$ cat src/rtl/srx_pkg.sv
// Purpose: shared constants for the serial receive unit
// Assumes: 32-bit AXI4-Lite register window, word aligned
// Notes: all offsets are byte addresses
package srx_pkg;

  // ------------------------------------------------------------
  // register map
  // ------------------------------------------------------------
  localparam int ADDR_W = 6;
  localparam logic [5:0] OFF_CTRL = 6'h00;
  localparam logic [5:0] OFF_MODE = 6'h04;
  localparam logic [5:0] OFF_BAUD = 6'h08;
  localparam logic [5:0] OFF_STATUS = 6'h0C;
  localparam logic [5:0] OFF_MASK = 6'h10;
  localparam logic [5:0] OFF_RXDATA = 6'h14;
  localparam logic [5:0] OFF_POWER = 6'h18;
  localparam logic [5:0] OFF_TXDATA = 6'h1C;

  // ------------------------------------------------------------
  // field positions
  // ------------------------------------------------------------
  localparam int CTRL_RE = 0;
  localparam int CTRL_TE = 1;
  localparam int CTRL_CKLO = 2;
  localparam int CTRL_CKHI = 3;
  localparam int CTRL_W = 4;
  localparam int MODE_SYNC = 0;
  localparam int MODE_PAR_EN = 1;
  localparam int MODE_PAR_ODD = 2;
  localparam int MODE_W = 3;
  localparam int ST_RXF = 0;
  localparam int ST_OVERRUN_ERROR_FLAG = 1;
  localparam int ST_FER = 2;
  localparam int ST_PER = 3;
  localparam int ST_W = 4;
  localparam int ST_TXE = 4;
  localparam int ST_TXSH_LO = 8;
  localparam int PWR_STOP = 0;
  localparam int PWR_STBY = 1;
  localparam int PWR_W = 2;

  // ------------------------------------------------------------
  // reset values and sizes
  // ------------------------------------------------------------
  localparam int DATA_W = 8;
  localparam int BAUD_W = 16;
  localparam logic [7:0] RXDATA_RST = 8'h00;
  localparam logic [15:0] BAUD_RST = 16'h000F;
  localparam int OVERSAMPLE = 16;
  localparam logic [3:0] PH_MID = 4'(OVERSAMPLE / 2 - 1);
  localparam logic [2:0] LAST_BIT = 3'(DATA_W - 1);
  localparam logic [1:0] RESP_OKAY = 2'h0;
  localparam logic [1:0] RESP_SLVERR = 2'h2;

  typedef enum logic [2:0] {
    RX_IDLE,
    RX_START,
    RX_DATA,
    RX_PAR,
    RX_STOP
  } srx_state_t;

endpackage : srx_pkg

$ cat src/rtl/srx_baud.sv
// Purpose: internal baud-rate generator, one tick per divisor+1 clocks
// Assumes: ticks are sixteen times the bit rate
// Notes: held in reset while disabled so the first tick is a full period
`timescale 1ns/1ps
module srx_baud #(
  parameter int DIV_W = srx_pkg::BAUD_W
) (
  input wire logic clock,
  input wire logic sys_rst,
  input wire logic ce,
  input wire logic enable,
  input wire logic [DIV_W-1:0] divisor,
  output logic tick
);

  logic [DIV_W-1:0] count;
  wire atEnd = (count >= divisor);

  always_ff @(posedge clock) begin
    if (sys_rst) begin
      count <= '0;
      tick <= 1'b0;
    end else if (ce) begin
      if (!enable) begin
        count <= '0;
        tick <= 1'b0;
      end else begin
        count <= atEnd ? '0 : count + 1'b1;
        tick <= atEnd;
      end
    end
  end

endmodule : srx_baud

$ cat src/rtl/srx_unit.sv
// Purpose: serial receive path with clock selection and enable handling
// Assumes: AXI4-Lite master keeps one write and one read in flight
// Notes: pins pass a three-stage synchroniser before use
//
// Chosen here: the register offsets and the AXI4-Lite register port.
`timescale 1ns/1ps
module srx_unit #(
  parameter int DIV_W = srx_pkg::BAUD_W
) (
  input wire logic clock,
  input wire logic sys_rst,
  input wire logic ce,
  input wire logic [5:0] s_axi_awaddr,
  input wire logic s_axi_awvalid,
  output logic s_axi_awready,
  input wire logic [31:0] s_axi_wdata,
  input wire logic [3:0] s_axi_wstrb,
  input wire logic s_axi_wvalid,
  output logic s_axi_wready,
  output logic [1:0] s_axi_bresp,
  output logic s_axi_bvalid,
  input wire logic s_axi_bready,
  input wire logic [5:0] s_axi_araddr,
  input wire logic s_axi_arvalid,
  output logic s_axi_arready,
  output logic [31:0] s_axi_rdata,
  output logic [1:0] s_axi_rresp,
  output logic s_axi_rvalid,
  input wire logic s_axi_rready,
  input wire logic rxdPin,
  input wire logic sckIn,
  output logic sckOut,
  output logic sckOe_n,
  output logic irq
);

  // ------------------------------------------------------------
  // software-visible state
  // ------------------------------------------------------------
  logic [srx_pkg::CTRL_W-1:0] serialControlReg;
  logic [srx_pkg::MODE_W-1:0] serialModeReg;
  logic [DIV_W-1:0] baudDiv;
  logic [srx_pkg::ST_W-1:0] status;
  logic [srx_pkg::ST_W-1:0] irqMask;
  logic [srx_pkg::PWR_W-1:0] power;
  logic [srx_pkg::DATA_W-1:0] rxDataBuffer;
  logic [srx_pkg::DATA_W-1:0] txData;
  logic [srx_pkg::DATA_W-1:0] txShiftReg;
  logic txBufferEmptyFlag;

  // ------------------------------------------------------------
  // AXI4-Lite write channel
  // ------------------------------------------------------------
  logic awHeld;
  logic wHeld;
  logic [5:0] awAddr;
  logic [31:0] wData;
  logic [3:0] wStrb;

  assign s_axi_awready = !awHeld && !s_axi_bvalid;
  assign s_axi_wready = !wHeld && !s_axi_bvalid;
  wire awFire = s_axi_awvalid && s_axi_awready;
  wire wFire = s_axi_wvalid && s_axi_wready;
  wire wrDo = awHeld && wHeld;

  wire hitCtrl = (awAddr == srx_pkg::OFF_CTRL);
  wire hitMode = (awAddr == srx_pkg::OFF_MODE);
  wire hitBaud = (awAddr == srx_pkg::OFF_BAUD);
  wire hitStatus = (awAddr == srx_pkg::OFF_STATUS);
  wire hitMask = (awAddr == srx_pkg::OFF_MASK);
  wire hitRxData = (awAddr == srx_pkg::OFF_RXDATA);
  wire hitPower = (awAddr == srx_pkg::OFF_POWER);
  wire hitTxData = (awAddr == srx_pkg::OFF_TXDATA);
  // a write to the receive buffer is acknowledged but stores nothing
  wire wrMapped = hitCtrl || hitMode || hitBaud || hitStatus || hitMask
                  || hitRxData || hitPower || hitTxData;
  wire lane0 = wrDo && wStrb[0];
  wire lane1 = wrDo && wStrb[1];
  wire wrCtrl = lane0 && hitCtrl;
  wire wrMode = lane0 && hitMode;
  wire wrStatus = lane0 && hitStatus;
  wire wrMask = lane0 && hitMask;
  wire wrPower = lane0 && hitPower;
  wire wrTxData = lane0 && hitTxData;
  wire wrBaudLo = lane0 && hitBaud;
  wire wrBaudHi = lane1 && hitBaud;

  always_ff @(posedge clock) begin
    if (sys_rst) begin
      awHeld <= 1'b0;
      wHeld <= 1'b0;
      awAddr <= '0;
      wData <= '0;
      wStrb <= '0;
      s_axi_bvalid <= 1'b0;
      s_axi_bresp <= srx_pkg::RESP_OKAY;
    end else if (ce) begin
      if (awFire) begin
        awHeld <= 1'b1;
        awAddr <= s_axi_awaddr;
      end
      if (wFire) begin
        wHeld <= 1'b1;
        wData <= s_axi_wdata;
        wStrb <= s_axi_wstrb;
      end
      if (wrDo) begin
        awHeld <= 1'b0;
        wHeld <= 1'b0;
        s_axi_bvalid <= 1'b1;
        s_axi_bresp <= wrMapped ? srx_pkg::RESP_OKAY : srx_pkg::RESP_SLVERR;
      end else if (s_axi_bvalid && s_axi_bready) begin
        s_axi_bvalid <= 1'b0;
      end
    end
  end

  // ------------------------------------------------------------
  // AXI4-Lite read channel
  // ------------------------------------------------------------
  assign s_axi_arready = !s_axi_rvalid;
  wire arFire = s_axi_arvalid && s_axi_arready;
  // the receive shifter has no address, so software never sees it
  wire [31:0] statusWord = {16'h0000, txShiftReg, 3'b000,
                            txBufferEmptyFlag, status};
  wire rdCtrl = (s_axi_araddr == srx_pkg::OFF_CTRL);
  wire rdMode = (s_axi_araddr == srx_pkg::OFF_MODE);
  wire rdBaud = (s_axi_araddr == srx_pkg::OFF_BAUD);
  wire rdStatus = (s_axi_araddr == srx_pkg::OFF_STATUS);
  wire rdMask = (s_axi_araddr == srx_pkg::OFF_MASK);
  wire rdRxData = (s_axi_araddr == srx_pkg::OFF_RXDATA);
  wire rdPower = (s_axi_araddr == srx_pkg::OFF_POWER);
  wire rdTxData = (s_axi_araddr == srx_pkg::OFF_TXDATA);
  wire rdMapped = rdCtrl || rdMode || rdBaud || rdStatus || rdMask
                  || rdRxData || rdPower || rdTxData;
  wire [31:0] rdMux =
    rdCtrl ? 32'(serialControlReg) :
    rdMode ? 32'(serialModeReg) :
    rdBaud ? 32'(baudDiv) :
    rdStatus ? statusWord :
    rdMask ? 32'(irqMask) :
    rdRxData ? 32'(rxDataBuffer) :
    rdPower ? 32'(power) :
    rdTxData ? 32'(txData) : 32'h00000000;

  always_ff @(posedge clock) begin
    if (sys_rst) begin
      s_axi_rvalid <= 1'b0;
      s_axi_rdata <= '0;
      s_axi_rresp <= srx_pkg::RESP_OKAY;
    end else if (ce) begin
      if (arFire) begin
        s_axi_rvalid <= 1'b1;
        s_axi_rdata <= rdMux;
        s_axi_rresp <= rdMapped ? srx_pkg::RESP_OKAY : srx_pkg::RESP_SLVERR;
      end else if (s_axi_rvalid && s_axi_rready) begin
        s_axi_rvalid <= 1'b0;
      end
    end
  end

  // ------------------------------------------------------------
  // control registers
  // ------------------------------------------------------------
  always_ff @(posedge clock) begin
    if (sys_rst) begin
      serialControlReg <= '0;
      serialModeReg <= '0;
      baudDiv <= DIV_W'(srx_pkg::BAUD_RST);
      irqMask <= '0;
      power <= '0;
    end else if (ce) begin
      if (wrCtrl) serialControlReg <= wData[srx_pkg::CTRL_W-1:0];
      if (wrMode) serialModeReg <= wData[srx_pkg::MODE_W-1:0];
      if (wrMask) irqMask <= wData[srx_pkg::ST_W-1:0];
      if (wrPower) power <= wData[srx_pkg::PWR_W-1:0];
      if (wrBaudLo) baudDiv[7:0] <= wData[7:0];
      if (wrBaudHi) baudDiv[DIV_W-1:8] <= wData[DIV_W-1:8];
    end
  end

  wire rxEnable = serialControlReg[srx_pkg::CTRL_RE];
  wire txEnable = serialControlReg[srx_pkg::CTRL_TE];
  wire syncMode = serialModeReg[srx_pkg::MODE_SYNC];
  wire parityOn = serialModeReg[srx_pkg::MODE_PAR_EN] && !syncMode;
  wire parityOdd = serialModeReg[srx_pkg::MODE_PAR_ODD];
  wire asleep = power[srx_pkg::PWR_STOP] || power[srx_pkg::PWR_STBY];

  // ------------------------------------------------------------
  // pin synchronisers
  // ------------------------------------------------------------
  // bit 1 is the clock pin, bit 0 the data pin; idle level is high
  wire [1:0] pinRaw = {sckIn, rxdPin};
  logic [1:0] pinS1;
  logic [1:0] pinS2;
  logic [1:0] pinS3;
  logic [1:0] pinLvl;
  wire [1:0] pinAgree = ~(pinS2 ^ pinS3);

  always_ff @(posedge clock) begin
    if (sys_rst) begin
      pinS1 <= 2'h3;
      pinS2 <= 2'h3;
      pinS3 <= 2'h3;
      pinLvl <= 2'h3;
    end else if (ce) begin
      pinS1 <= pinRaw;
      pinS2 <= pinS1;
      pinS3 <= pinS2;
      pinLvl <= (pinAgree & pinS2) | (~pinAgree & pinLvl);
    end
  end

  wire rxLvl = pinLvl[0];
  wire sckRise = pinAgree[1] && pinS2[1] && !pinLvl[1];

  // ------------------------------------------------------------
  // clock selection
  // ------------------------------------------------------------
  wire extClock = serialControlReg[srx_pkg::CTRL_CKHI];
  wire clkOutOn = !extClock && (syncMode || serialControlReg[srx_pkg::CTRL_CKLO]);
  logic baudTick;

  srx_baud #(
    .DIV_W(DIV_W)
  ) u_baud (
    .clock(clock),
    .sys_rst(sys_rst),
    .ce(ce),
    .enable(!extClock && !asleep),
    .divisor(baudDiv),
    .tick(baudTick)
  );

  // async external clock is taken as the sixteen-times sample clock
  wire tick16 = extClock ? (sckRise && !syncMode) : baudTick;
  logic [3:0] phase;
  srx_pkg::srx_state_t rxState;
  wire startSeen = !syncMode && rxEnable && !asleep && tick16
                   && (rxState == srx_pkg::RX_IDLE) && !rxLvl;

  // restarting the phase on the start edge puts sample and clock edge mid-bit
  always_ff @(posedge clock) begin
    if (sys_rst) begin
      phase <= '0;
    end else if (ce) begin
      if (startSeen) phase <= '0;
      else if (tick16) phase <= phase + 1'b1;
    end
  end

  wire midTick = tick16 && (phase == srx_pkg::PH_MID);
  wire bitEdge = (syncMode && extClock) ? sckRise : midTick;

  // phase bit 3 rises as phase leaves its midpoint, once per bit time
  always_ff @(posedge clock) begin
    if (sys_rst) begin
      sckOut <= 1'b1;
      sckOe_n <= 1'b1;
    end else if (ce) begin
      sckOut <= clkOutOn ? phase[3] : 1'b1;
      sckOe_n <= !clkOutOn;
    end
  end

  // ------------------------------------------------------------
  // receive shifter and sequencer
  // ------------------------------------------------------------
  logic [srx_pkg::DATA_W-1:0] rxShiftReg;
  logic [2:0] bitCount;
  logic parityBit;
  logic xferReq;
  logic xferFramingErr;
  logic xferParityErr;
  wire lastBit = (bitCount == srx_pkg::LAST_BIT);
  wire parityBad = parityOn && ((^rxShiftReg ^ parityBit) != parityOdd);

  // dropping the enable only idles the sequencer; flags and buffer stay
  always_ff @(posedge clock) begin
    if (sys_rst) begin
      rxState <= srx_pkg::RX_IDLE;
      rxShiftReg <= '0;
      bitCount <= '0;
      parityBit <= 1'b0;
      xferReq <= 1'b0;
      xferFramingErr <= 1'b0;
      xferParityErr <= 1'b0;
    end else if (ce) begin
      xferReq <= 1'b0;
      if (!rxEnable || asleep) begin
        rxState <= srx_pkg::RX_IDLE;
        bitCount <= '0;
      end else begin
        case (rxState)
          srx_pkg::RX_IDLE: begin
            bitCount <= '0;
            if (syncMode) rxState <= srx_pkg::RX_DATA;
            else if (startSeen) rxState <= srx_pkg::RX_START;
          end
          srx_pkg::RX_START: begin
            if (bitEdge) rxState <= rxLvl ? srx_pkg::RX_IDLE : srx_pkg::RX_DATA;
          end
          srx_pkg::RX_DATA: begin
            if (bitEdge) begin
              rxShiftReg <= {rxLvl, rxShiftReg[srx_pkg::DATA_W-1:1]};
              bitCount <= bitCount + 1'b1;
              if (lastBit && syncMode) begin
                xferReq <= 1'b1;
                xferFramingErr <= 1'b0;
                xferParityErr <= 1'b0;
              end else if (lastBit) begin
                rxState <= parityOn ? srx_pkg::RX_PAR : srx_pkg::RX_STOP;
              end
            end
          end
          srx_pkg::RX_PAR: begin
            if (bitEdge) begin
              parityBit <= rxLvl;
              rxState <= srx_pkg::RX_STOP;
            end
          end
          srx_pkg::RX_STOP: begin
            if (bitEdge) begin
              xferReq <= 1'b1;
              xferFramingErr <= !rxLvl;
              xferParityErr <= parityBad;
              rxState <= srx_pkg::RX_IDLE;
            end
          end
          default: rxState <= srx_pkg::RX_IDLE;
        endcase
      end
    end
  end

  // ------------------------------------------------------------
  // receive buffer and status flags
  // ------------------------------------------------------------
  wire moveByte = xferReq && !status[srx_pkg::ST_RXF];
  wire overrun = xferReq && status[srx_pkg::ST_RXF];
  wire [srx_pkg::ST_W-1:0] setBits = {moveByte && xferParityErr,
                                      moveByte && xferFramingErr,
                                      overrun, moveByte};
  wire [srx_pkg::ST_W-1:0] clrBits = wrStatus ? wData[srx_pkg::ST_W-1:0] : '0;

  always_ff @(posedge clock) begin
    if (sys_rst) begin
      rxDataBuffer <= srx_pkg::RXDATA_RST;
    end else if (ce) begin
      if (asleep) rxDataBuffer <= srx_pkg::RXDATA_RST;
      else if (moveByte) rxDataBuffer <= rxShiftReg;
    end
  end

  // a new event in the clearing cycle keeps its bit set
  always_ff @(posedge clock) begin
    if (sys_rst) begin
      status <= '0;
    end else if (ce) begin
      status <= (status & ~clrBits) | setBits;
    end
  end

  assign irq = |(status & irqMask);

  // ------------------------------------------------------------
  // transmit buffer handling
  // ------------------------------------------------------------
  // only the enable behaviour of the transmit side lives here
  always_ff @(posedge clock) begin
    if (sys_rst) begin
      txData <= '0;
      txShiftReg <= '0;
      txBufferEmptyFlag <= 1'b1;
    end else if (ce) begin
      if (wrTxData) txData <= wData[srx_pkg::DATA_W-1:0];
      if (!txEnable) begin
        txBufferEmptyFlag <= 1'b1;
        txShiftReg <= '0;
      end else if (wrTxData) begin
        txBufferEmptyFlag <= 1'b0;
      end else if (!txBufferEmptyFlag) begin
        txShiftReg <= txData;
        txBufferEmptyFlag <= 1'b1;
      end
    end
  end

endmodule : srx_unit

$ cat config.mk
export PLATFORM = sky130hd
export DESIGN_NAME = srx_unit
export DESIGN_NICKNAME = d
export VERILOG_FILES = /design/src/rtl/srx_pkg.sv /design/src/rtl/srx_baud.sv /design/src/rtl/srx_unit.sv
export SDC_FILE = /design/constraint.sdc
export NUM_CORES = 1
export LEC_CHECK = 0
export BUFFER_PORTS_ARGS = -buffer_cell sky130_fd_sc_hd__buf_4
export CORE_ASPECT_RATIO = 0.7
export CORE_UTILIZATION = 52
export DETAILED_ROUTE_END_ITERATION = 7
export PLACE_DENSITY = 0.7
export SLEW_MARGIN = 10
export SYNTH_ARGS = -nofsm -noshare
export SYNTH_HDL_FRONTEND = slang
export SYNTH_SLANG_ARGS = --single-unit
$ cat constraint.sdc
create_clock -name clock -period 7.2 [get_ports clock]
set_clock_uncertainty 0.2 [all_clocks]
set_input_delay 1.44 -clock clock [delete_from_list [all_inputs] [get_ports clock]]
set_output_delay 1.44 -clock clock [all_outputs]
set_load 0.02 [all_outputs]
Word-level counts from Yosys, hierarchy flattened. Cells that the tools add are included. Widths: inputs -> output; s select.

Equality and inequality tests: 33. Add/subtract/negate cells: 3. Order comparisons: 1. Reductions and logical operators: 102. Bitwise logic cells: 12. Mux-type cells: 60.

Operators with widths (count): $mux 16 (6); $mux 8 (9); $eq 6x5->1 const B (8); $logic_and 1x1->1 (37); $mux 3 (12); $reduce_and 2->1 (17); $eq 6x4->1 const B (4); $mux 1 (22); $ne 3x3->1 const B (6); $logic_or 1x1->1 (17); $add 16x1->16 const B (1); $ge 16x16->1 (1); $pmux 3 s5 (1); $reduce_bool 2->1 (7); $eq 6x3->1 const B (2); $logic_not 1->1 (12); $logic_not 6->1 (2); $mux 4 (3); $ne 2x2->1 const B (5); $and 4x4->4 (2); $reduce_and 4->1 (2); $reduce_and 8->1 (1); $reduce_xor 8->1 (1); $eq 3x2->1 const B (2); 23 further kinds (31).

Register bits: 171. Logic and storage cells: 248. Output and inout port bits: 44.

Longest topological paths before layout. Gate-level depths: netlist of run 1.

Depth after elaboration: 13. Mapped depth: 9. Mapped depth without buffers: 8.

Modules after synthesis. A second synthesis of run 1 with hierarchy kept.

Cell total of the unflattened synthesis: 815. Area, all modules: 7382.1 sq um.

By module, submodules not included: srx_unit (sequential area each 2722.6 sq um, times used 1, area an instance 6089.6 sq um, cells an instance 656); srx_baud (sequential area each 340.3 sq um, times used 1, area an instance 1292.5 sq um, cells an instance 159).

Worst setup path before layout of run 1. Ideal clock, no wire load.

Path type: input port to flip-flop. Start point: input port s_axi_araddr[5]. End point: register s_axi_rdata[2]. Stages on the path: 7. Path slack: 4089 ps. Path buffers: 1. Data required time: 6897 ps. Arrival time: 2808 ps. Cell sequence: or4b_1 > buf_2 > nor3_2 > a211oi_1 > a21oi_1 > a2111oi_0 > a2111oi_2.

Cells in the longest elaborated chain, start to end: 9. Elaborated cells on any way between the ends: 16.

Ends and longest elaborated chain: start: declaration (RTL line srx_unit.sv:23) `input wire logic [5:0] s_axi_araddr,`; $eq 6x5->1 (RTL line srx_unit.sv:133) `wire rdTxData = (s_axi_araddr == srx_pkg::OFF_TXDATA);`; $mux 8 (RTL line srx_unit.sv:144) `rdTxData ? 32'(txData) : 32'h00000000;`; $mux 8 (RTL line srx_unit.sv:143) `rdPower ? 32'(power) :`; $mux 8 (RTL line srx_unit.sv:142) `rdRxData ? 32'(rxDataBuffer) :`; $mux 8 (RTL line srx_unit.sv:141) `rdMask ? 32'(irqMask) :`; $mux 16 (RTL line srx_unit.sv:140) `rdStatus ? statusWord :`; $mux 16 (RTL line srx_unit.sv:139) `rdBaud ? 32'(baudDiv) :`; $mux 16 (RTL line srx_unit.sv:138) `rdMode ? 32'(serialModeReg) :`; $mux 16 * (RTL line srx_unit.sv:137) `rdCtrl ? 32'(serialControlReg) :`; end signal: assignment (RTL line srx_unit.sv:154) `s_axi_rdata <= rdMux;`; end: declaration (RTL line srx_unit.sv:26) `output logic [31:0] s_axi_rdata,`.

Mark *: on every way between the ends. The rest lies on a longest branch, timed or not. A chain may end at the register's enable or synchronous reset.

Worst setup path after layout of run 1. Same ends and word-level chain as after synthesis.

==> metrics.md, run 1 <==
| Metric | Value |
|---|---|
| Gpl congestion | between 0.8 and 0.9 |
| Max cap viols | 0 |
| Placed Instances | around 1100 |
| CP peak stage delay | 0.93 ns |
| Die height | 100.2 um |
| Period Utilization, post-route | just over 50% |
| Worst R2R Path Depth | 8 |
| Mapped cell area | 7159 um2 |
| Vias per cell | between 5 and 6 |
| Final Net Count | ~980 |
| Ports | just over 100 |
| TritonCTS Sinks | between 150 and 200 |
| RSZ-0062 raised after global routing | no |
| Status | complete, no violations |
| Number of buffers and inverters on the critical path | 1 |
| Max-slew violations | 0 |
| Area leader, netlist | dfxtp_1 |
| Antenna Cells | 0 |
| Final hold viol count | 0 |
| WP data required | 7.32 ns |
| Worst-path clk slew | 0.07 ns |
| Met2 Track Usage GR | 41.37% |
| Final setup TNS | 0 ns |
| Yosys cell types | 65 |
| Measured slew at the worst slew-check pin | around 1.2 ns |
| EDFF count, synth | 0 |
| CTS root buf | clkbuf_16 |
| Ys Warns | 0 |
| Die width | between 100 and 150 um |
| Drt pass-1 iters | 5 |
| Non-filler cells, final | roughly 1100 |
| Clock Tree Buf Depth | 2 |
| Layout cell share with drive strength beyond 1 | 12.34% |
| Number of synthesized register bits | between 150 and 200 |
| Worst Path Arrival | ~3.8 ns |
| Synth area leaders | dfxtp_1 (43%), nand2_1 (6.8%), a21oi_1 (6.4%), nor2_1 (4.0%), ha_1 (3.7%) |
| Vias in the first global route | between 5000 and 6000 |
| Most frequent cells in the layout | dfxtp_1 (153), nand2_1 (129), a21oi_1 (92) |
| Most common cell after layout, fill and taps aside | dfxtp_1 |
| Initial DRC Count | about 550 |
| Mapped Cells | about 870 |
| # port buffers | 65 |
| Met1 Use GR | between 30 and 40% |
| Crit-path slowest cell | nor3_2 |
| Peak VDD IR | approximately 140 uV |
| Setup WS pre-CTS | 3.165 ns |
| Post-route ant nets | 0 |
| Slew HR | 19.65% |
| Top-area cell type share of the netlist area | 42.78% |
| H-Tree Depth | 4 |
| Syn_area_per_cell | between 8 and 9 um2 |
| Leakage | 0.003102 uW |
| Via count | between 6000 and 7000 |
| Fraction of registers with async set or reset after synthesis | 0% |
| Crit-path cells | buf_4, nor3_1, nand2_1, nor3_2, a2111oi_0, a2111oi_2 |
| Crit path max-delay family | simple AND/OR/NAND/NOR gates |
| Core box area | 13310 um2 |
| Met3 Use GR | under 10% |
| Worst skew pair latency | between 0.4 and 0.5 ns |
| Total power per unit cell area | 227.7 nW/um2 |
| Fin util | between 60% and 70% |
| WP depth | 6 |
| GRT overflow | 0 |
| Fin crit period | 3.696 ns |
| GRT Total Usage | between 20% and 30% |
| CP Max Fanout | 17 |
| Register area share after synthesis | approximately 43% |
| Hold Path Depth | 2 |
| Setup violations, final | 0 |
| Antenna violations before repair | 0 |
| Initial Util | between 50% and 60% |
| Setup crit start kind | primary input |
| HPWL Detailed | ~13000 um |
| Synthesis-to-layout area growth | 14.21% |
| TritonCTS clock tree | built |
| Residual DRC | 0 |
| Routed len/inst | approximately 16 um |
| Post-route setup slack | 3.504 ns |
| Crit path kind | primary input to flop |
| Final hold slack | ~0.26 ns |
| DIE AREA | around 14000 um2 |
| Largest net degree at the start of global routing | 75 |
| Detailed Route WL | 18040 um |
| Achievable frequency | approximately 0.27 GHz |
| First-pass GRT wire length | 29120 um |
| Most used routing layer | met2 |
| Post-CTS sizing | 0 |
| CP Capture Type | flop |
| HP Class | flop to flop |
| Dominant synthesized flop cell | dfxtp_1 |
| CTS buffer count | 17 |
| Cts hold-fix bufs | 0 |
| Core Rows | 35 |
| Setup bufs post-CTS | 0 |
final timing paths:
path / slack, ns / end / startpoint
setup reg to reg: 4.35 / u_baud.count[2] / baudDiv[11]
hold reg to reg: 0.26 / txShiftReg[2] / txShiftReg[2]
hold / removal: 0.26 / txShiftReg[2] / txShiftReg[2]
setup / recovery: 3.50 / s_axi_rdata[2] / s_axi_araddr[5]
tightest hold or removal path: cells and delay by family, from the launching register on:
kind,cells,cell delay (ns)
compound gates,1,0.05
simple gates,1,0.05
flops,1,0.31
through the flow:
step | instance area (um2) | total power [uW]
after global routing | 8177 | 1925
after floorplan | 7223 | 988.1
after global placement | 7617 | 1024
after detailed placement | 7617 | 1029
after CTS | 8177 | 1868
final | 8177 | 1861
Yosys cell counts (all sizes together) (2+ instances only):
library cell	number
a2111oi	3
a211o	13
a211oi	7
a21oi	92
a221o	3
a221oi	12
a22o	2
a22oi	15
a311oi	3
and2	4
and3	10
buf	31
clkbuf	39
dfxtp	153
ha	21
inv	33
mux2i	26
nand2	129
nand2b	11
nand3	44
nand3b	5
nand4	15
nand4b	2
nor2	77
nor2b	12
nor3	23
nor3b	5
nor4	5
o2111ai	2
o21a	2
o21ai	24
o21bai	3
o22a	2
o311ai	3
o41ai	2
or2	3
or3	2
or4	2
xnor2	13
xor2	5
kinds of logic (layout without fill, tap and decap cells):
group	count (synthesis)	count (layout)	share of synthesized area, %
other	1	18	0.05238
AOI/OAI and AO/OA	194	194	17.56
xor gates and xnor gates	18	18	2.202
DFF	153	153	42.78
muxes	27	27	3.792
and+or+nand+nor	352	352	23.35
adders and majority gates	21	21	3.670
buffers and inverters	103	133	6.589
layer usage:
metal | share of wire (%) | wire length (um)
met5 | 0 | 0
met4 | 0.99 | 179
met3 | 7.2 | 1307
met2 | 44 | 7966
met1 | 48 | 8591
area by class of cell:
cell class / instances / area, um2
fillers: 1176 / 5136
repair buffers: 68 / 510.5
clock buffers: 18 / 429.2
flip-flops and latches: 153 / 3063
multi-input cells: 630 / 3689
well taps: 185 / 231.5
inverters: 33 / 123.9
clock inverters: 14 / 130.1
registers in the layout, summed over array words and instances, names as in the netlist, 6 cells and up, named ones only:
register,flops
txData,8
txShiftReg,8
baudDiv,16
rxDataBuffer,8
u_baud.count,16
rxShiftReg,8
wData,16
s_axi_rdata,16
awAddr,6
where the power goes:
group / internal [uW] / total [uW] / switching (uW)
registers: 864 / 881 / 16.8
logic: 49.1 / 131 / 81.5
clock network: 456 / 850 / 394
Note: power is estimated with default switching activity, not from simulation.
==> run 2, diff against run 1 <==
--- a/config.mk
+++ b/config.mk
@@ -9,7 +9,7 @@
 export CORE_ASPECT_RATIO = 0.7
 export CORE_UTILIZATION = 52
 export DETAILED_ROUTE_END_ITERATION = 7
-export PLACE_DENSITY = 0.7
+export PLACE_DENSITY = 0.73
 export SLEW_MARGIN = 10
 export SYNTH_ARGS = -nofsm -noshare
 export SYNTH_HDL_FRONTEND = slang
==> constraint.sdc (replaced) <==
create_clock -name clock -period 3.29 [get_ports clock]
set_clock_uncertainty 0.2 [all_clocks]
set_input_delay 0.658 -clock clock [delete_from_list [all_inputs] [get_ports clock]]
set_output_delay 0.658 -clock clock [all_outputs]
set_load 0.02 [all_outputs]
==> run 2 against run 1 <==
Against the previous run:
- power rose by 120%
- count of clock-buffer cells in the layout shrank 1
- core utilization is 0.96 points higher
- die area is the same
- worst setup slack worse by 3.0 ns
- combinational power is 120% higher
- critical path depth increased by 2
- sequential power grew 120%
- hold slack lost 0.012 ns
- critical endpoint is now u_baud.count[2]
- highest routed layer unchanged
==> metrics.md, run 2 (same netlist as run 1, synthesis figures left out) <==
| Metric | Value |
|---|---|
| CP Capture Type | flop |
| Initial DRC Count | 530 |
| Setup crit start kind | flop |
| Largest net degree at the start of global routing | 87 |
| Vias per cell | 5.568 |
| Non-filler cells, final | roughly 1100 |
| Gpl congestion | a little over 0.9 |
| Fillers | 1234 |
| Measured slew at the worst slew-check pin | approximately 0.90 ns |
| # port buffers | 65 |
| TritonCTS clock tree | built |
| Register area | approximately 3100 um2 |
| H-Tree Depth | 4 |
| CP peak stage delay | 0.70 ns |
| Max cap viols | 0 |
| Most frequent cells in the layout | dfxtp_1 (153), nand2_1 (129), a21oi_1 (92) |
| Layout cell share with drive strength beyond 1 | ~14% |
| Reg2Reg Launch Point | baudDiv[9] |
| Most common cell after layout, fill and taps aside | dfxtp_1 |
| Setup bufs post-CTS | 0 |
| Core box area | around 13000 um2 |
| Final hold viol count | 0 |
| WP data required | around 3.4 ns |
| First-pass GRT wire length | approximately 29000 um |
| TritonCTS Sinks | around 150 |
| Final setup TNS | 0 ns |
| Crit-path slowest cell | o21ai_1 |
| Fin crit period | roughly 2.7 ns |
| Via count | roughly 6200 |
| Initial Util | about 54% |
| CTS root buf | clkbuf_16 |
| Critical Path Sink | u_baud.count[2] |
| HP Class | primary input to flop |
| Period Utilization, post-route | between 80 and 90% |
| Clock Tree Buf Depth | 2 |
| Drt pass-1 iters | 5 |
| Routed len/inst | ~15 um |
| Die width | around 140 um |
| Peak VDD IR | between 300 and 400 uV |
| CTS buffer count | 17 |
| Slew HR | between 40 and 50% |
| Total power per unit cell area | around 500 nW/um2 |
| Number of buffers and inverters on the critical path | 1 |
| Worst-path clk slew | 0.07 ns |
| Post-CTS sizing | 0 |
| Synthesis-to-layout area growth | 15.99% |
| Worst skew pair latency | 0.42 ns |
| Core Rows | 35 |
| Final Net Count | a little under 1000 |
| Cts hold-fix bufs | 0 |
| WP depth | 8 |
| Area of the multi-input gates | between 3000 and 4000 um2 |
| Post-route ant nets | 0 |
| Die height | 100.2 um |
| Achievable frequency | roughly 0.36 GHz |
| Crit-path cells | inv_1, ha_1, nand4_1, a211oi_1, a221oi_2, o21ai_1, o22ai_1, a21o_1 |
| DIE AREA | roughly 14000 um2 |
| Antenna Cells | 0 |
| GRT Total Usage | approximately 26% |
| Detailed Route WL | roughly 17000 um |
| RSZ-0062 raised after global routing | no |
| Ports | 102 |
| GRT overflow | 0 |
| HPWL Detailed | 12140 um |
| Crit. Startpoint | baudDiv[9] |
| Antenna violations before repair | 0 |
| Setup violations, final | 0 |
| Residual DRC | 0 |
| Status | complete, no violations |
| Worst R2R End | u_baud.count[2] |
| Vias in the first global route | about 5600 |
| Crit path kind | flop to flop |
| Worst R2R Path Depth | 8 |
| CP Max Fanout | 14 |
| FF-to-FF setup slack | 0.55 ns |
| Max-slew violations | 0 |
| Leakage | approximately 0.0032 uW |
| Placed Instances | between 1000 and 1500 |
| Worst Path Arrival | 2.86 ns |
| Crit path max-delay family | compound AO/OA/AOI/OAI gates |
-- run 2: cell types whose count changed in the layout (fill, tap and decap cells not counted), sizes merged --
cell,delta
buf,+11
clkinv,+3
clkinvlp,-2
clkbuf,-1
-- run 2: worst min-delay path by stage --
stage,from,to,slack (ns),cells after the start
final,rxdPin,pinS1[0],0.24,2
after global routing,rxdPin,pinS1[0],0.24,2
after CTS,rxdPin,pinS1[0],0.24,2
after detailed placement,wData[12],baudDiv[12],0.25,2
after global placement,wData[11],wData[11],0.24,2
after floorplan,pinS1[0],pinS2[0],0.23,1
-- run 2: layout make-up --
type	count	area share [%]
clock buffers	17	5.123
flip-flops and latches	153	36.88
multi-input cells	630	44.49
clock inverters	15	2.079
inverters	33	1.492
well taps	185	2.787
repair buffers	79	7.142
-- run 2: worst reg2reg max path, cell delays in order (launching register included) --
cell      delay, ns
dfxtp_1        0.41
inv_1          0.08
ha_1           0.30
nand4_1        0.12
a211oi_1       0.30
a221oi_2       0.13
o21ai_1        0.71
o22ai_1        0.19
a21o_1         0.21
-- run 2: stage by stage --
| step | area [um2] | worst slack, ns | hold slack [ns] | util (%) | total power, uW |
|---|---|---|---|---|---|
| 2_1_floorplan | 7223 | 0.9607 | 0.2314 | - | 2162 |
| 3_3_place_gp | 7706 | 0.4012 | 0.2428 | 57.89 | 2253 |
| 3_5_place_dp | 7706 | 0.3718 | 0.2454 | 57.89 | 2257 |
| 4_1_cts | 8304 | 0.4942 | 0.2376 | 62.38 | 4192 |
| 5_1_grt | 8304 | 0.2445 | 0.2385 | 62.38 | 4310 |
| 6_report | 8304 | 0.5455 | 0.2435 | 62.38 | 4163 |
-- run 2: report_power, final --
group | internal [uW] | switching [uW]
Sequential | 1890 | 34.8
Clock | 1030 | 920
Combinational | 114 | 178
Total | 3030 | 1130
-- run 2: per-layer routing --
metal | vias up | track usage (%) | share of wire [%] | wire (um)
li1 | 3110 | - | - | -
met1 | 2882 | 37.66 | 50 | 8576
met2 | 188 | 38.16 | 43 | 7416
met3 | 12 | 4.914 | 6.3 | 1079
met4 | 0 | 7.279 | 0.85 | 146
met5 | - | 0 | 0 | 0
==> run 3, diff against run 2 <==
--- a/config.mk
+++ b/config.mk
@@ -9,7 +9,7 @@
 export CORE_ASPECT_RATIO = 0.7
 export CORE_UTILIZATION = 52
 export DETAILED_ROUTE_END_ITERATION = 7
-export PLACE_DENSITY = 0.73
+export PLACE_DENSITY = 0.7
 export SLEW_MARGIN = 10
 export SYNTH_ARGS = -nofsm -noshare
 export SYNTH_HDL_FRONTEND = slang
==> constraint.sdc (replaced) <==
create_clock -name clock -period 2.9 [get_ports clock]
set_clock_uncertainty 0.2 [all_clocks]
set_input_delay 0.58 -clock clock [delete_from_list [all_inputs] [get_ports clock]]
set_output_delay 0.58 -clock clock [all_outputs]
set_load 0.02 [all_outputs]
==> run 3 against run 2 <==
Against the previous run:
- sequential cell count is the same
- non-clock buffer count fell by 1
- global-route usage increased by 0.95 points
- die area stayed put
- clock power rose by 16%
- core utilization shrank 0.056 points
- count of clock-buffer cells in the layout grew 2
- highest routed layer unchanged
- combinational power is 14% higher
- sequential power is 13% higher
- largest cell class unchanged
==> metrics.md, run 3 (same netlist as run 1, synthesis figures left out) <==
| Metric | Value |
|---|---|
| Status | complete, no violations |
| Non-filler cells, final | roughly 1100 |
| HP Class | primary input to flop |
| Fin util | 62.32% |
| Detailed Route WL | ~18000 um |
| Synthesis-to-layout area growth | 15.89% |
| Final setup TNS | 0 ns |
| Gpl congestion | 0.9185 |
| Vias in the first global route | around 6000 |
| Clock Tree Buf Depth | 2 |
| Post-route ant nets | 0 |
| WP data required | just over 3 ns |
| Placed Instances | about 1100 |
| Worst skew pair latency | approximately 0.42 ns |
| Antenna violations before repair | 0 |
| Residual DRC | 0 |
| Layout cell share with drive strength beyond 1 | 13.50% |
| GRT Total Usage | roughly a quarter |
| Peak VDD IR | ~410 uV |
| Setup bufs post-CTS | 0 |
| Setup crit start kind | flop |
| Crit-path slowest cell | or3_1 |
| Ports | approximately 100 |
| Final hold slack | 0.1688 ns |
| CTS buffer count | 17 |
| Vias per cell | between 5 and 6 |
| Max cap viols | 0 |
| Drt pass-1 iters | 5 |
| Worst Path Arrival | about 2.8 ns |
| RSZ-0062 raised after global routing | no |
| Core Rows | 35 |
| Measured slew at the worst slew-check pin | between 1 and 1.5 ns |
| Achievable frequency | around 0.38 GHz |
| Antenna Cells | 0 |
| Worst-path clk slew | 0.07 ns |
| Slew HR | between 20 and 30% |
| Number of buffers and inverters on the critical path | 1 |
| Most frequent cells in the layout | dfxtp_1 (153), nand2_1 (129), a21oi_1 (92) |
| Max-slew violations | 0 |
| DIE AREA | 14250 um2 |
| # port buffers | between 60 and 70 |
| Routed len/inst | between 15 and 20 um |
| TritonCTS Sinks | about 150 |
| CP Capture Type | flop |
| Period Utilization, post-route | between 90% and 100% |
| Leakage | 0.003185 uW |
| Die height | about 100 um |
| TritonCTS clock tree | built |
| Most frequent CP cell | o21ai_0 |
| Crit path kind | flop to flop |
| CP peak stage delay | ~0.4 ns |
| Largest net degree at the start of global routing | about 110 |
| H-Tree Depth | 4 |
| CTS root buf | clkbuf_16 |
| Crit-path cells | inv_1, ha_1, a2111oi_0, o21ai_0, a221oi_2, o21ai_2, or3_1, o21ai_0 |
| Setup violations, final | 0 |
| CP Max Fanout | 14 |
| Initial Util | a little over half |
| Total power per unit cell area | 575.6 nW/um2 |
| GRT overflow | 0 |
| Final Total Pwr | ~4800 uW |
| Fin crit period | roughly 2.6 ns |
| Final Net Count | between 900 and 1000 |
| Initial DRC Count | between 400 and 500 |
| Die width | 142.2 um |
| Via count | roughly 6300 |
| Most common cell after layout, fill and taps aside | dfxtp_1 |
| Core box area | ~13000 um2 |
| First-pass GRT wire length | slightly below 30000 um |
| Crit path max-delay family | compound AO/OA/AOI/OAI gates |
| HPWL Detailed | 13020 um |
| Final hold viol count | 0 |
==> run 3: layout make-up <==
| type | instances | area (um2) |
|---|---|---|
| Tap cell | 185 | 231.5 |
| Multi-Input combinational cell | 630 | 3692 |
| Fill cell | 1154 | 5016 |
| Timing Repair Buffer | 78 | 585.6 |
| Inverter | 33 | 123.9 |
| Sequential cell | 153 | 3063 |
| Clock inverter | 13 | 147.6 |
| Clock buffer | 19 | 452.9 |
==> run 3: report_power, final <==
group          switching [uW]  internal, uW  leakage, uW
combinational             204           129      0.00165
clock                     986          1270     0.000298
sequential               40.7          2150      0.00124
total                    1230          3550      0.00319
==> run 3: through the flow <==
step | area, um2 | worst slack [ns]
after CTS | 8293 | 0.08914
after global routing | 8297 | 0.08866
after floorplan | 7223 | 0.5862
after global placement | 7692 | 0.2392
final | 8297 | 0.2777
after detailed placement | 7692 | 0.09550
==> run 3: final timing paths <==
path,startpoint,end,slack (ns),cells past startpoint
max,baudDiv[3],u_baud.count[4],0.28,8
min,rxdPin,pinS1[0],0.17,2
max reg2reg,baudDiv[3],u_baud.count[4],0.28,8
min reg2reg,wData[14],wData[14],0.26,2
==> run 3: routing by layer <==
metal,track usage (%),part of all wire [%],vias up
met2,41.37,45,211
met3,5.677,6.3,24
met5,0,0,-
li1,-,-,3103
met4,7.775,1.2,0
met1,37.15,48,2948
==> run 3: repair_timing <==
action	in CTS	in global routing
setup endpoints to repair	0	8
gates resized for setup	0	1
hold buffers	0	0
==> run 3: worst register-to-register path: cells and delay by family (launching register included) <==
kind	cells	cell delay [ns]
compound gates	5	1.21
simple gates	1	0.41
flops	1	0.37
fa+ha+maj	1	0.30
buf+inv	1	0.06
